===== src/include/adcc_defs.svh =====
// Purpose: Offsets, field positions, reset values and counts of the converter control
// Assumes: APB byte addresses, one aligned word per register
// Notes: Definitions only
`ifndef ADCC_DEFS_SVH
`define ADCC_DEFS_SVH
`define ADCC_OFF_CSA 8'h00
`define ADCC_OFF_ISR 8'h04
`define ADCC_OFF_RLO 8'h08
`define ADCC_OFF_RHI 8'h0c
`define ADCC_OFF_SFIO 8'h10
`define ADCC_CSA_EN 7
`define ADCC_CSA_START 6
`define ADCC_CSA_AUTO 5
`define ADCC_CSA_DONE 4
`define ADCC_ISR_REF_HI 7
`define ADCC_ISR_REF_LO 6
`define ADCC_ISR_LADJ 5
`define ADCC_ISR_CH_HI 4
`define ADCC_SFIO_TSS_HI 7
`define ADCC_SFIO_TSS_LO 5
`define ADCC_RST_CH 5'h00
`define ADCC_RST_REF 2'h0
`define ADCC_RST_TSS 3'h0
`define ADCC_CONV_CYC 5'd13
`define ADCC_FIRST_CYC 5'd25
`define ADCC_PRESC_DIV 2
`endif


===== src/include/adcc_pkg.sv =====
// Purpose: Types of the converter control
// Assumes: Nothing
// Notes: Constants live in adcc_defs.svh
package adcc_pkg;
  typedef enum logic [1:0] {st_idle, st_wait, st_conv} adcc_state_t;
endpackage : adcc_pkg


===== src/hw/adcc_prescaler.sv =====
// Purpose: Converter clock prescaler, one tick per DIV clocks
// Assumes: i_run low holds it in reset
// Notes: i_restart zeroes the phase
`timescale 1ns/10ps
`default_nettype none
module adcc_prescaler #(
  parameter int DIV = 2
) (
  // Clock and reset
  input wire logic i_clk,
  input wire logic i_arst_n,
  input wire logic i_ce,
  // Control
  input wire logic i_run,
  input wire logic i_restart,
  // Tick
  output logic o_tick
);
  localparam int CW = (DIV > 1) ? $clog2(DIV) : 1;
  localparam logic [CW-1:0] LAST = CW'(DIV - 1);
  logic [CW-1:0] cnt;

  always_ff @(posedge i_clk or negedge i_arst_n) begin
    if (!i_arst_n) begin
      cnt <= '0;
      o_tick <= 1'b0;
    end else if (i_ce) begin
      if (!i_run || i_restart) begin
        cnt <= '0;
        o_tick <= 1'b0;
      end else if (cnt == LAST) begin
        cnt <= '0;
        o_tick <= 1'b1;
      end else begin
        cnt <= cnt + 1'b1;
        o_tick <= 1'b0;
      end
    end
  end
endmodule : adcc_prescaler
`default_nettype wire


===== src/hw/adcc_top.sv =====
// Purpose: Control of a 10-bit successive-approximation converter behind APB
// Assumes: Core result is valid at completion; trigger inputs are synchronous levels
// Notes: One APB wait state; start bit reads as busy
//
// Implementation choices: the APB slave port and the address map.
`timescale 1ns/10ps
`default_nettype none
`include "adcc_defs.svh"
module adcc_top
  import adcc_pkg::*;
#(
  parameter int PRESC_DIV = `ADCC_PRESC_DIV,
  parameter int NSRC = 8
) (
  // Clock, reset, enable
  input wire logic i_clk,
  input wire logic i_arst_n,
  input wire logic i_ce,
  // APB slave
  input wire logic i_psel,
  input wire logic i_penable,
  input wire logic i_pwrite,
  input wire logic [7:0] i_paddr,
  input wire logic [31:0] i_pwdata,
  output logic [31:0] o_prdata,
  output logic o_pready,
  output logic o_pslverr,
  // Trigger sources, bit 0 unused
  input wire logic [NSRC-1:0] i_trig_src,
  // Analog core
  input wire logic [9:0] i_core_result,
  output logic o_core_enable,
  output logic o_core_start,
  output logic [4:0] o_core_channel,
  output logic [1:0] o_core_ref,
  // Status
  output logic o_conv_done
);
  adcc_state_t state;
  adcc_state_t next_state;
  logic auto_en;
  logic done_flag;
  logic [2:0] tss;
  logic [1:0] sh_ref;
  logic [4:0] sh_ch;
  logic ladj;
  logic [9:0] result;
  logic lock;
  logic first_pend;
  logic [4:0] cyc_cnt;
  logic done_q;
  logic tick;
  logic trig_edge;
  logic fire;
  logic sw_start;
  logic conv_end;
  logic [4:0] limit;
  logic acc;
  logic wr;
  logic rd;
  logic hit;
  logic [7:0] rdmux;
  logic [7:0] rlo;
  logic [7:0] rhi;
  logic en_wr;

  // APB access strobes
  assign acc = i_psel & i_penable & o_pready & i_ce;
  assign wr = acc & i_pwrite;
  assign rd = acc & ~i_pwrite;
  assign en_wr = wr && (i_paddr == `ADCC_OFF_CSA);

  // Result presentation
  always_comb begin
    if (ladj) begin
      rhi = result[9:2];
      rlo = {result[1:0], 6'h00};
    end else begin
      rhi = {6'h00, result[9:8]};
      rlo = result[7:0];
    end
  end

  // Read decode
  always_comb begin
    hit = 1'b1;
    rdmux = 8'h00;
    case (i_paddr)
      `ADCC_OFF_CSA: rdmux = {o_core_enable, state != st_idle, auto_en, done_flag, 4'h0};
      `ADCC_OFF_ISR: rdmux = {sh_ref, ladj, sh_ch};
      `ADCC_OFF_RLO: rdmux = rlo;
      `ADCC_OFF_RHI: rdmux = rhi;
      `ADCC_OFF_SFIO: rdmux = {tss, 5'h00};
      default: hit = 1'b0;
    endcase
  end

  // APB answer, one wait state
  always_ff @(posedge i_clk or negedge i_arst_n) begin
    if (!i_arst_n) begin
      o_pready <= 1'b0;
      o_pslverr <= 1'b0;
      o_prdata <= 32'h0000_0000;
    end else if (i_ce) begin
      if (i_psel && i_penable && !o_pready) begin
        o_pready <= 1'b1;
        o_pslverr <= ~hit;
        o_prdata <= {24'h00_0000, rdmux};
      end else begin
        o_pready <= 1'b0;
        o_pslverr <= 1'b0;
      end
    end
  end

  // Control and selection registers
  always_ff @(posedge i_clk or negedge i_arst_n) begin
    if (!i_arst_n) begin
      o_core_enable <= 1'b0;
      auto_en <= 1'b0;
      tss <= `ADCC_RST_TSS;
      sh_ref <= `ADCC_RST_REF;
      sh_ch <= `ADCC_RST_CH;
      ladj <= 1'b0;
    end else if (wr) begin
      case (i_paddr)
        `ADCC_OFF_CSA: begin
          o_core_enable <= i_pwdata[`ADCC_CSA_EN];
          auto_en <= i_pwdata[`ADCC_CSA_AUTO];
        end
        `ADCC_OFF_ISR: begin
          sh_ref <= i_pwdata[`ADCC_ISR_REF_HI:`ADCC_ISR_REF_LO];
          ladj <= i_pwdata[`ADCC_ISR_LADJ];
          sh_ch <= i_pwdata[`ADCC_ISR_CH_HI:0];
        end
        `ADCC_OFF_SFIO: tss <= i_pwdata[`ADCC_SFIO_TSS_HI:`ADCC_SFIO_TSS_LO];
        default: ;
      endcase
    end
  end

  // Active selection follows shadow only while enabled and not converting
  always_ff @(posedge i_clk or negedge i_arst_n) begin
    if (!i_arst_n) begin
      o_core_channel <= `ADCC_RST_CH;
      o_core_ref <= `ADCC_RST_REF;
    end else if (i_ce && o_core_enable && next_state != st_conv && state != st_conv) begin
      o_core_channel <= sh_ch;
      o_core_ref <= sh_ref;
    end
  end

  adcc_prescaler #(
    .DIV(PRESC_DIV)
  ) u_presc (
    .i_clk(i_clk),
    .i_arst_n(i_arst_n),
    .i_ce(i_ce),
    .i_run(o_core_enable),
    .i_restart(fire),
    .o_tick(tick)
  );

  adcc_trig_edge #(
    .NSRC(NSRC)
  ) u_trig (
    .i_clk(i_clk),
    .i_arst_n(i_arst_n),
    .i_ce(i_ce),
    .i_sel(tss),
    .i_src(i_trig_src),
    .i_done_pulse(done_q),
    .o_edge(trig_edge)
  );

  // Start conditions
  assign fire = i_ce & o_core_enable & auto_en & trig_edge & (state == st_idle);
  assign sw_start = en_wr & i_pwdata[`ADCC_CSA_START] & i_pwdata[`ADCC_CSA_EN];
  assign limit = first_pend ? `ADCC_FIRST_CYC : `ADCC_CONV_CYC;
  assign conv_end = i_ce & (state == st_conv) & tick & (cyc_cnt == limit - 5'd1);

  // Conversion sequencing
  always_comb begin
    next_state = state;
    case (state)
      st_idle: begin
        if (fire) begin
          next_state = st_conv;
        end else if (sw_start) begin
          next_state = st_wait;
        end
      end
      st_wait: begin
        if (tick) begin
          next_state = st_conv;
        end
      end
      st_conv: begin
        if (conv_end) begin
          next_state = st_idle;
        end
      end
      default: next_state = st_idle;
    endcase
    if (!o_core_enable) begin
      next_state = st_idle;
    end
  end

  always_ff @(posedge i_clk or negedge i_arst_n) begin
    if (!i_arst_n) begin
      state <= st_idle;
      o_core_start <= 1'b0;
    end else if (i_ce) begin
      state <= next_state;
      o_core_start <= (next_state == st_conv) && (state != st_conv);
    end
  end

  // Converter clock cycle count
  always_ff @(posedge i_clk or negedge i_arst_n) begin
    if (!i_arst_n) begin
      cyc_cnt <= 5'd0;
    end else if (i_ce) begin
      if (state != st_conv) begin
        cyc_cnt <= 5'd0;
      end else if (tick) begin
        cyc_cnt <= cyc_cnt + 5'd1;
      end
    end
  end

  // First conversion after enabling is the long one
  always_ff @(posedge i_clk or negedge i_arst_n) begin
    if (!i_arst_n) begin
      first_pend <= 1'b0;
    end else if (en_wr && i_pwdata[`ADCC_CSA_EN] && !o_core_enable) begin
      first_pend <= 1'b1;
    end else if (conv_end) begin
      first_pend <= 1'b0;
    end
  end

  // Completion event fed back as a trigger source
  always_ff @(posedge i_clk or negedge i_arst_n) begin
    if (!i_arst_n) begin
      done_q <= 1'b0;
    end else if (i_ce) begin
      done_q <= conv_end;
    end
  end

  // Done flag, set wins over clear
  always_ff @(posedge i_clk or negedge i_arst_n) begin
    if (!i_arst_n) begin
      done_flag <= 1'b0;
    end else if (conv_end) begin
      done_flag <= 1'b1;
    end else if (en_wr && i_pwdata[`ADCC_CSA_DONE]) begin
      done_flag <= 1'b0;
    end
  end
  assign o_conv_done = done_flag;

  // Result and read-order block
  always_ff @(posedge i_clk or negedge i_arst_n) begin
    if (!i_arst_n) begin
      result <= 10'h000;
    end else if (conv_end && !lock) begin
      result <= i_core_result;
    end
  end

  always_ff @(posedge i_clk or negedge i_arst_n) begin
    if (!i_arst_n) begin
      lock <= 1'b0;
    end else if (rd && i_paddr == `ADCC_OFF_RLO) begin
      lock <= 1'b1;
    end else if (rd && i_paddr == `ADCC_OFF_RHI) begin
      lock <= 1'b0;
    end
  end
endmodule : adcc_top
`default_nettype wire


===== src/hw/adcc_trig_edge.sv =====
// Purpose: Rising edge detect on the selected trigger source
// Assumes: Source 0 is the converter's own completion event
// Notes: Every source keeps its own history, so a select change makes no false edge
`timescale 1ns/10ps
`default_nettype none
module adcc_trig_edge #(
  parameter int NSRC = 8
) (
  // Clock and reset
  input wire logic i_clk,
  input wire logic i_arst_n,
  input wire logic i_ce,
  // Sources
  input wire logic [$clog2(NSRC)-1:0] i_sel,
  input wire logic [NSRC-1:0] i_src,
  input wire logic i_done_pulse,
  // Edge
  output logic o_edge
);
  logic [NSRC-1:0] src_q;
  logic [NSRC-1:0] rise;

  genvar g;
  generate
    for (g = 0; g < NSRC; g++) begin : g_src
      always_ff @(posedge i_clk or negedge i_arst_n) begin
        if (!i_arst_n) begin
          src_q[g] <= 1'b0;
        end else if (i_ce) begin
          src_q[g] <= i_src[g];
        end
      end
      assign rise[g] = i_src[g] & ~src_q[g];
    end
  endgenerate

  assign o_edge = (i_sel == '0) ? i_done_pulse : rise[i_sel];
endmodule : adcc_trig_edge
`default_nettype wire


===== config.mk =====
export PLATFORM = sky130hd
export DESIGN_NAME = adcc_top
export DESIGN_NICKNAME = d
export VERILOG_FILES = /design/src/include/adcc_pkg.sv /design/src/hw/adcc_prescaler.sv /design/src/hw/adcc_top.sv /design/src/hw/adcc_trig_edge.sv
export VERILOG_INCLUDE_DIRS = /design/src /design/src/include
export SDC_FILE = /design/constraint.sdc
export NUM_CORES = 1
export LEC_CHECK = 0
export BUFFER_PORTS_ARGS = -buffer_cell sky130_fd_sc_hd__buf_2
export CAP_MARGIN = 20
export CORE_ASPECT_RATIO = 1.25
export CORE_UTILIZATION = 54
export CTS_CLUSTER_DIAMETER = 30
export CTS_CLUSTER_SIZE = 12
export DETAILED_ROUTE_END_ITERATION = 12
export MAX_ROUTING_LAYER = met4
export PLACE_DENSITY = 0.81
export SETUP_SLACK_MARGIN = 0.05
export SYNTH_ARGS = -nofsm -noshare
export SYNTH_HDL_FRONTEND = slang
export SYNTH_SLANG_ARGS = --single-unit

===== constraint.sdc =====
create_clock -name i_clk -period 5.5 [get_ports i_clk]
set_clock_uncertainty 0.2 [all_clocks]
set_input_delay 0.825 -clock i_clk [delete_from_list [all_inputs] [get_ports i_clk]]
set_output_delay 0.825 -clock i_clk [all_outputs]
set_load 0.02 [all_outputs]

==> results of run 1 <==
[cells in the mapped netlist (all sizes together) (3+ instances only)]
cell / n / area [um^2]
mux2: 36 / 405
nor2b: 8 / 50.1
nand3: 7 / 35.0
dfrtp: 61 / 1530
o22a: 3 / 26.3
and2: 3 / 18.8
a21oi: 9 / 45.0
nand2b: 3 / 26.3
clkbuf: 8 / 30.0
nor2: 11 / 41.3
nand2: 24 / 90.1
mux2i: 7 / 70.1
o31ai: 6 / 45.0
o21ai: 20 / 100
a22oi: 3 / 22.5
buf: 27 / 200
nor3: 4 / 20.0
a22o: 4 / 35.0
inv: 9 / 33.8
nand4: 3 / 18.8
[power by group]
part           switching, mW  leakage [nW]  internal (mW)
logic                 0.0484         0.780         0.0265
clock network          0.173         0.125          0.322
registers            0.00731         0.824          0.459
total                  0.229          1.73          0.808
[flip-flops by register name, indices dropped and copies added (netlist names)]
name	flops
ladj	1
o_pready	1
o_conv_done	1
auto_en	1
u_presc.o_tick	1
cyc_cnt	5
tss	3
o_core_ref	2
sh_ch	5
o_core_channel	5
first_pend	1
done_q	1
u_presc.cnt	1
o_pslverr	1
result	10
state	2
lock	1
sh_ref	2
o_core_start	1
u_trig.src_q	7
o_core_enable	1
o_prdata	8
[area by class of cell]
cell class,instances,area [um^2]
repair buffers,59,298
fillers,460,1890
inverters,9,33.8
clock buffers,11,151
flip-flops and latches,61,1530
well taps,64,80.1
clock inverters,4,95.1
multi-input cells,206,1450
[logic make-up after synthesis]
logic type | Yosys count | synth area share [%]
AO/OA/AOI/OAI | 58 | 12.8
adder cells (fa/ha/maj) | 2 | 0.794
buffers and inverters | 44 | 8.38
flip-flops | 61 | 48.5
multiplexers | 45 | 16.5
other | 1 | 0.119
AND/OR/NAND/NOR | 77 | 13.0
[routing by layer]
layer / global-route usage, % / part of all wire [%] / vias to the layer above
met5: - / 0 / -
met4: 13.8 / 2.8 / 0
met3: 3.94 / 3.0 / 17
met2: 40.2 / 55 / 65
met1: 25.1 / 39 / 1155
li1: - / - / 1102
[path summary, 6_finish.rpt]
| check | to | depth (start not counted) | slack (ns) | start |
|---|---|---|---|---|
| setup / recovery | result[7] | 5 | 2.49 | i_ce |
| max in group asynchronous | cyc_cnt[3] | 2 | 4.17 | i_arst_n |
| setup reg to reg | result[7] | 4 | 2.96 | state[0] |
| hold / removal | o_prdata[6] | 2 | 0.28 | o_prdata[6] |
| hold reg to reg | o_prdata[6] | 2 | 0.28 | o_prdata[6] |
| min in group asynchronous | o_prdata[1] | 2 | 0.43 | i_arst_n |
[worst max-delay path: cells and delay by family]
| family | cells | cell delay, ns |
|---|---|---|
| and+or+nand+nor | 1 | 0.52 |
| buffers and inverters | 2 | 0.54 |
| muxes | 1 | 0.41 |
| AOI/OAI and AO/OA | 1 | 0.74 |
[placed cells by master (no fill, tap or decap), types with 2 or more instances in the layout]
cell type   n
nor2_1     11
mux4_2      2
a32oi_1     2
and2_1      3
mux2_2     36
o22a_1      3
clkbuf_8   11
nand3_1     7
a31oi_1     2
dfrtp_1    61
nor3b_1     2
nand4_1     3
or4_1       2
inv_1       9
bufinv_16   3
a21oi_1     9
and3_1      2
a22o_1      4
or2_2       2
nor3_1      4
conb_1     24
a22oi_1     3
buf_2      58
ha_1        2
mux2i_1     7
nand2_1    24
nor2b_1     8
o21ai_0    19
nand2b_1    2
o31ai_1     6
or3_1       2
==> impl_metrics.yaml, run 1 <==
status:
  status: "finished clean"
clock_tree:
  cts.sink_count: 61
  post_cts_resized: 0
  cts_tree: "built"
  h-tree-depth: 3
  numCtsBuffers: 9
  cts_setup_buffers: 0
  ctsHoldBuffers: 0
  clk_pin_slew_worst_paths_ns: 0.07
  root_buffer: "clkbuf_8"
  clock_path_buffers: 2
  insertion_delay_ns: 0.34
yosys:
  synth.avg_cell_area_um2: 10.9
  ys_seq_elements: 61
  synthArstFlopShare_pct: 100
  syn_area_mm2: 0.00315
  ys_types: 48
  synthCells: 288
  synth_ff_type: "dfrtp_1"
  seq_area_frac_synth_pct: 48.5
  synth_warnings: 0
  synth_edf_count: 0
setup_path:
  crit_chain: "buf_2 > inv_1 > or3_1 > a2111oi_4 > mux2_2"
  worst-path-max-fanout: 20
  crit_slowest_cell: "a2111oi_4"
  slowest_delay_ns: 0.74
  cp-end-kind: "register"
  path_class: "input port to register"
  required_ns: 5.53
  cp-start-kind: "input port"
  cp_data_arrival_time_ns: 3.04
sta:
  setup_ws_ns: 2.49
  rsz0062_at_grt: "no"
  hold_viol: 0
  tns_ns: 0
  hold-worst-slack_ns: 0.278
  relSlewSlack_pct: 47.0
  setup_violations: 0
  slew_violations: 0
  max_freq_mhz: 332
  fin_crit_sh_pct: 54.8
  fin_crit_ns: 3.01
  worst_pin_slew_ns: 0.795
finish:
  antenna_cells: 0
  syn2layout_area_growth_pct: 15.3
  fin_util_pct: 65.8
  stdcell_area_mm2: 0.00363
  layout.cells.non_filler: 414
  layout-drive-gt1-share_pct: 33.7
  nNetsFinal: 412
detailed_routing:
  post_drt_via_cell_ratio: 5.65
  postRouteAntennaNets: 0
  firstDrtPassIters: 4
  wl_per_cell_um: 15.6
  vias: 2339
  first_iter_violations: 254
  drc: 0
  totalWireLength_mm: 6.47
placement:
  dp.cells: 399
  port_buffers: 58
  place.gp.congestion: 0.863
  place_area_mm2: 0.00338
  pre_cts_slack_ns: 2.12
  dp_hpwl_mm: 4.81
power_and_ir_drop:
  leakagePower_nw: 1.73
  finalPower_mw: 1.04
  power_density_mw_per_mm2: 286
  peakVddDrop_uv: 237
floorplanning:
  boundaryPins: 108
  rows: 30
  die_y_um: 87.4
  start_util_pct: 57.1
  die_width_um: 70.3
  core_area_mm2: 0.00552
  dieArea_mm2: 0.00614
global_route:
  first_global_vias: 2321
  overflow: 0
  grt_pass1_wl_mm: 10.5
  antenna_found_initial: 0
  gr-usage-all-layers_pct: 23.3
  grt_max_degree: 62
job:
  max_cap_viol_count: 0
hold_path:
  min_path_type: "register to register"
No activity file was read; power rests on OpenSTA's default activity.
==> run 2, diff against run 1 <==
CORE_UTILIZATION = 50   (was 54)
PLACE_DENSITY = 0.76   (was 0.81)
clock period = 3 ns   (was 5.5 ns; I/O delays follow)
==> run 2 against run 1 <==
Compared with the run above: sequential share of layout area decreased by 0.37 points; global-route usage shrank 0.87 points; final cell count grew 5.6%; critical path type unchanged; largest cell class unchanged; worst hold slack worse by 0.14 ns; cell area up 0.90%; critical endpoint is now sh_ch[4].
==> impl_metrics.yaml, run 2 (same netlist as run 1, synthesis figures left out) <==
setup_path:
  cp-start-kind: "input port"
  cp-end-kind: "register"
  worst-path-max-fanout: 8
  cp_data_arrival_time_ns: 2.36
  reg2reg_depth: 5
  path_class: "input port to register"
  required_ns: 3.03
clock_tree:
  clock_path_buffers: 2
  root_buffer: "clkbuf_8"
  cts_tree: "built"
  h-tree-depth: 3
  insertion_delay_ns: 0.35
  numCtsBuffers: 9
  cts.sink_count: 61
  clk_pin_slew_worst_paths_ns: 0.07
global_route:
  first_global_vias: 2300
  gr-usage-all-layers_pct: 22.4
  grt_max_degree: 34
  overflow: 0
  grt_pass1_wl_mm: 11.0
  antenna_found_initial: 0
placement:
  place.gp.congestion: 0.873
  place_area_mm2: 0.00344
  dp_hpwl_mm: 4.91
  pre_cts_slack_ns: 0.303
  port_buffers: 58
  dp.cells: 420
sta:
  worst_pin_slew_ns: 0.742
  relSlewSlack_pct: 50.2
  fin_crit_sh_pct: 77.7
  fin_crit_ns: 2.33
  hold_viol: 0
  slew_violations: 0
  setup_ws_ns: 0.670
  max_freq_mhz: 429
  setup_violations: 0
  rsz0062_at_grt: "no"
  tns_ns: 0
detailed_routing:
  totalWireLength_mm: 6.59
  wl_met2_mm: 3.55
  post_drt_via_cell_ratio: 5.45
  routed.top_layer: "met4"
  vias: 2383
  met1_length_mm: 2.62
  drc: 0
  wl_per_cell_um: 15.1
  route.met3.wl_um: 292
  firstDrtPassIters: 4
  first_iter_violations: 169
  postRouteAntennaNets: 0
finish:
  largest_reg_flops: 10
  layout-drive-gt1-share_pct: 34.1
  top_register: "result"
  syn2layout_area_growth_pct: 16.3
  largestRegisters: "result x10, o_prdata x8, u_trig.src_q x7"
  nNetsFinal: 416
  antenna_cells: 0
  stdcell_area_mm2: 0.00366
  layout_commonest_cell: "dfrtp_1"
  final_cell_mix: "dfrtp_1, buf_2, mux2_2, nand2_1, conb_1"
  layout.cells.non_filler: 437
hold_path:
  min_path_type: "input port to register"
  hold-path-cell-count: 2
floorplanning:
  core_area_mm2: 0.00593
  dieArea_mm2: 0.00662
  die_y_um: 90.7
  boundaryPins: 108
  start_util_pct: 53.1
  rows: 31
  die_width_um: 73.0
power_and_ir_drop:
  power_density_mw_per_mm2: 483
  peakVddDrop_uv: 557
  leakagePower_nw: 1.73
job:
  max_cap_viol_count: 0
status:
  status: "finished clean"
run 2: cell types whose count changed in the layout (fill, tap and decap cells not counted):
cell           change
clkinvlp_4         +1
buf_4              +2
buf_12             +1
dlygate4sd3_1      +1
clkbuf_8           +1
bufinv_16          -2
clkbuf_1           +1
run 2: critical path, cell delays in order:
cell     delay, ns
buf_2         0.09
or4_1         0.54
nor4b_2       0.53
nand2_1       0.37
mux2_2        0.37
run 2: cell type report:
type,count,area (um^2)
sequential,61,1530
fill,485,2270
clock inverter,3,42.5
timing repair buffer,63,343
multi-input combinational,206,1450
inverter,9,33.8
tap,82,103
clock buffer,13,169
run 2: per-layer routing:
| layer | vias to the layer above | global-route usage (%) |
|---|---|---|
| met5 | - | - |
| met4 | 0 | 9.31 |
| met3 | 13 | 4.69 |
| met2 | 80 | 37.3 |
| met1 | 1179 | 25.8 |
| li1 | 1111 | - |
run 2: what timing repair did:
action,4_1_cts,5_1_grt
hold buffers,1,0
buffers inserted,0,0
hold endpoints to repair,28,0
resized for setup,0,0
run 2: worst paths after layout:
path | from | endpoint | slack (ns)
max in group asynchronous | i_arst_n | cyc_cnt[0] | 1.50
max reg2reg | state[0] | result[7] | 0.70
max | i_paddr[5] | sh_ch[4] | 0.67
min | i_core_result[1] | result[1] | 0.14
min in group asynchronous | i_arst_n | ladj | 0.49
min reg2reg | o_prdata[6] | o_prdata[6] | 0.27
run 2: power breakdown:
group	internal [mW]	total, mW	leakage (nW)	switching, mW
logic	0.0528	0.144	0.804	0.0909
registers	0.842	0.855	0.824	0.0130
clock network	0.451	0.769	0.106	0.319
total	1.35	1.77	1.73	0.423
run 2: metrics by stage:
stage	util (%)	power [mW]	hold WS, ns
finish	61.7	1.77	0.136
global route	61.7	1.83	0.141
global placement	58.0	1.01	0.261
CTS	61.7	1.78	0.130
detailed placement	58.0	1.01	0.260
floorplan	-	0.972	-0.0456
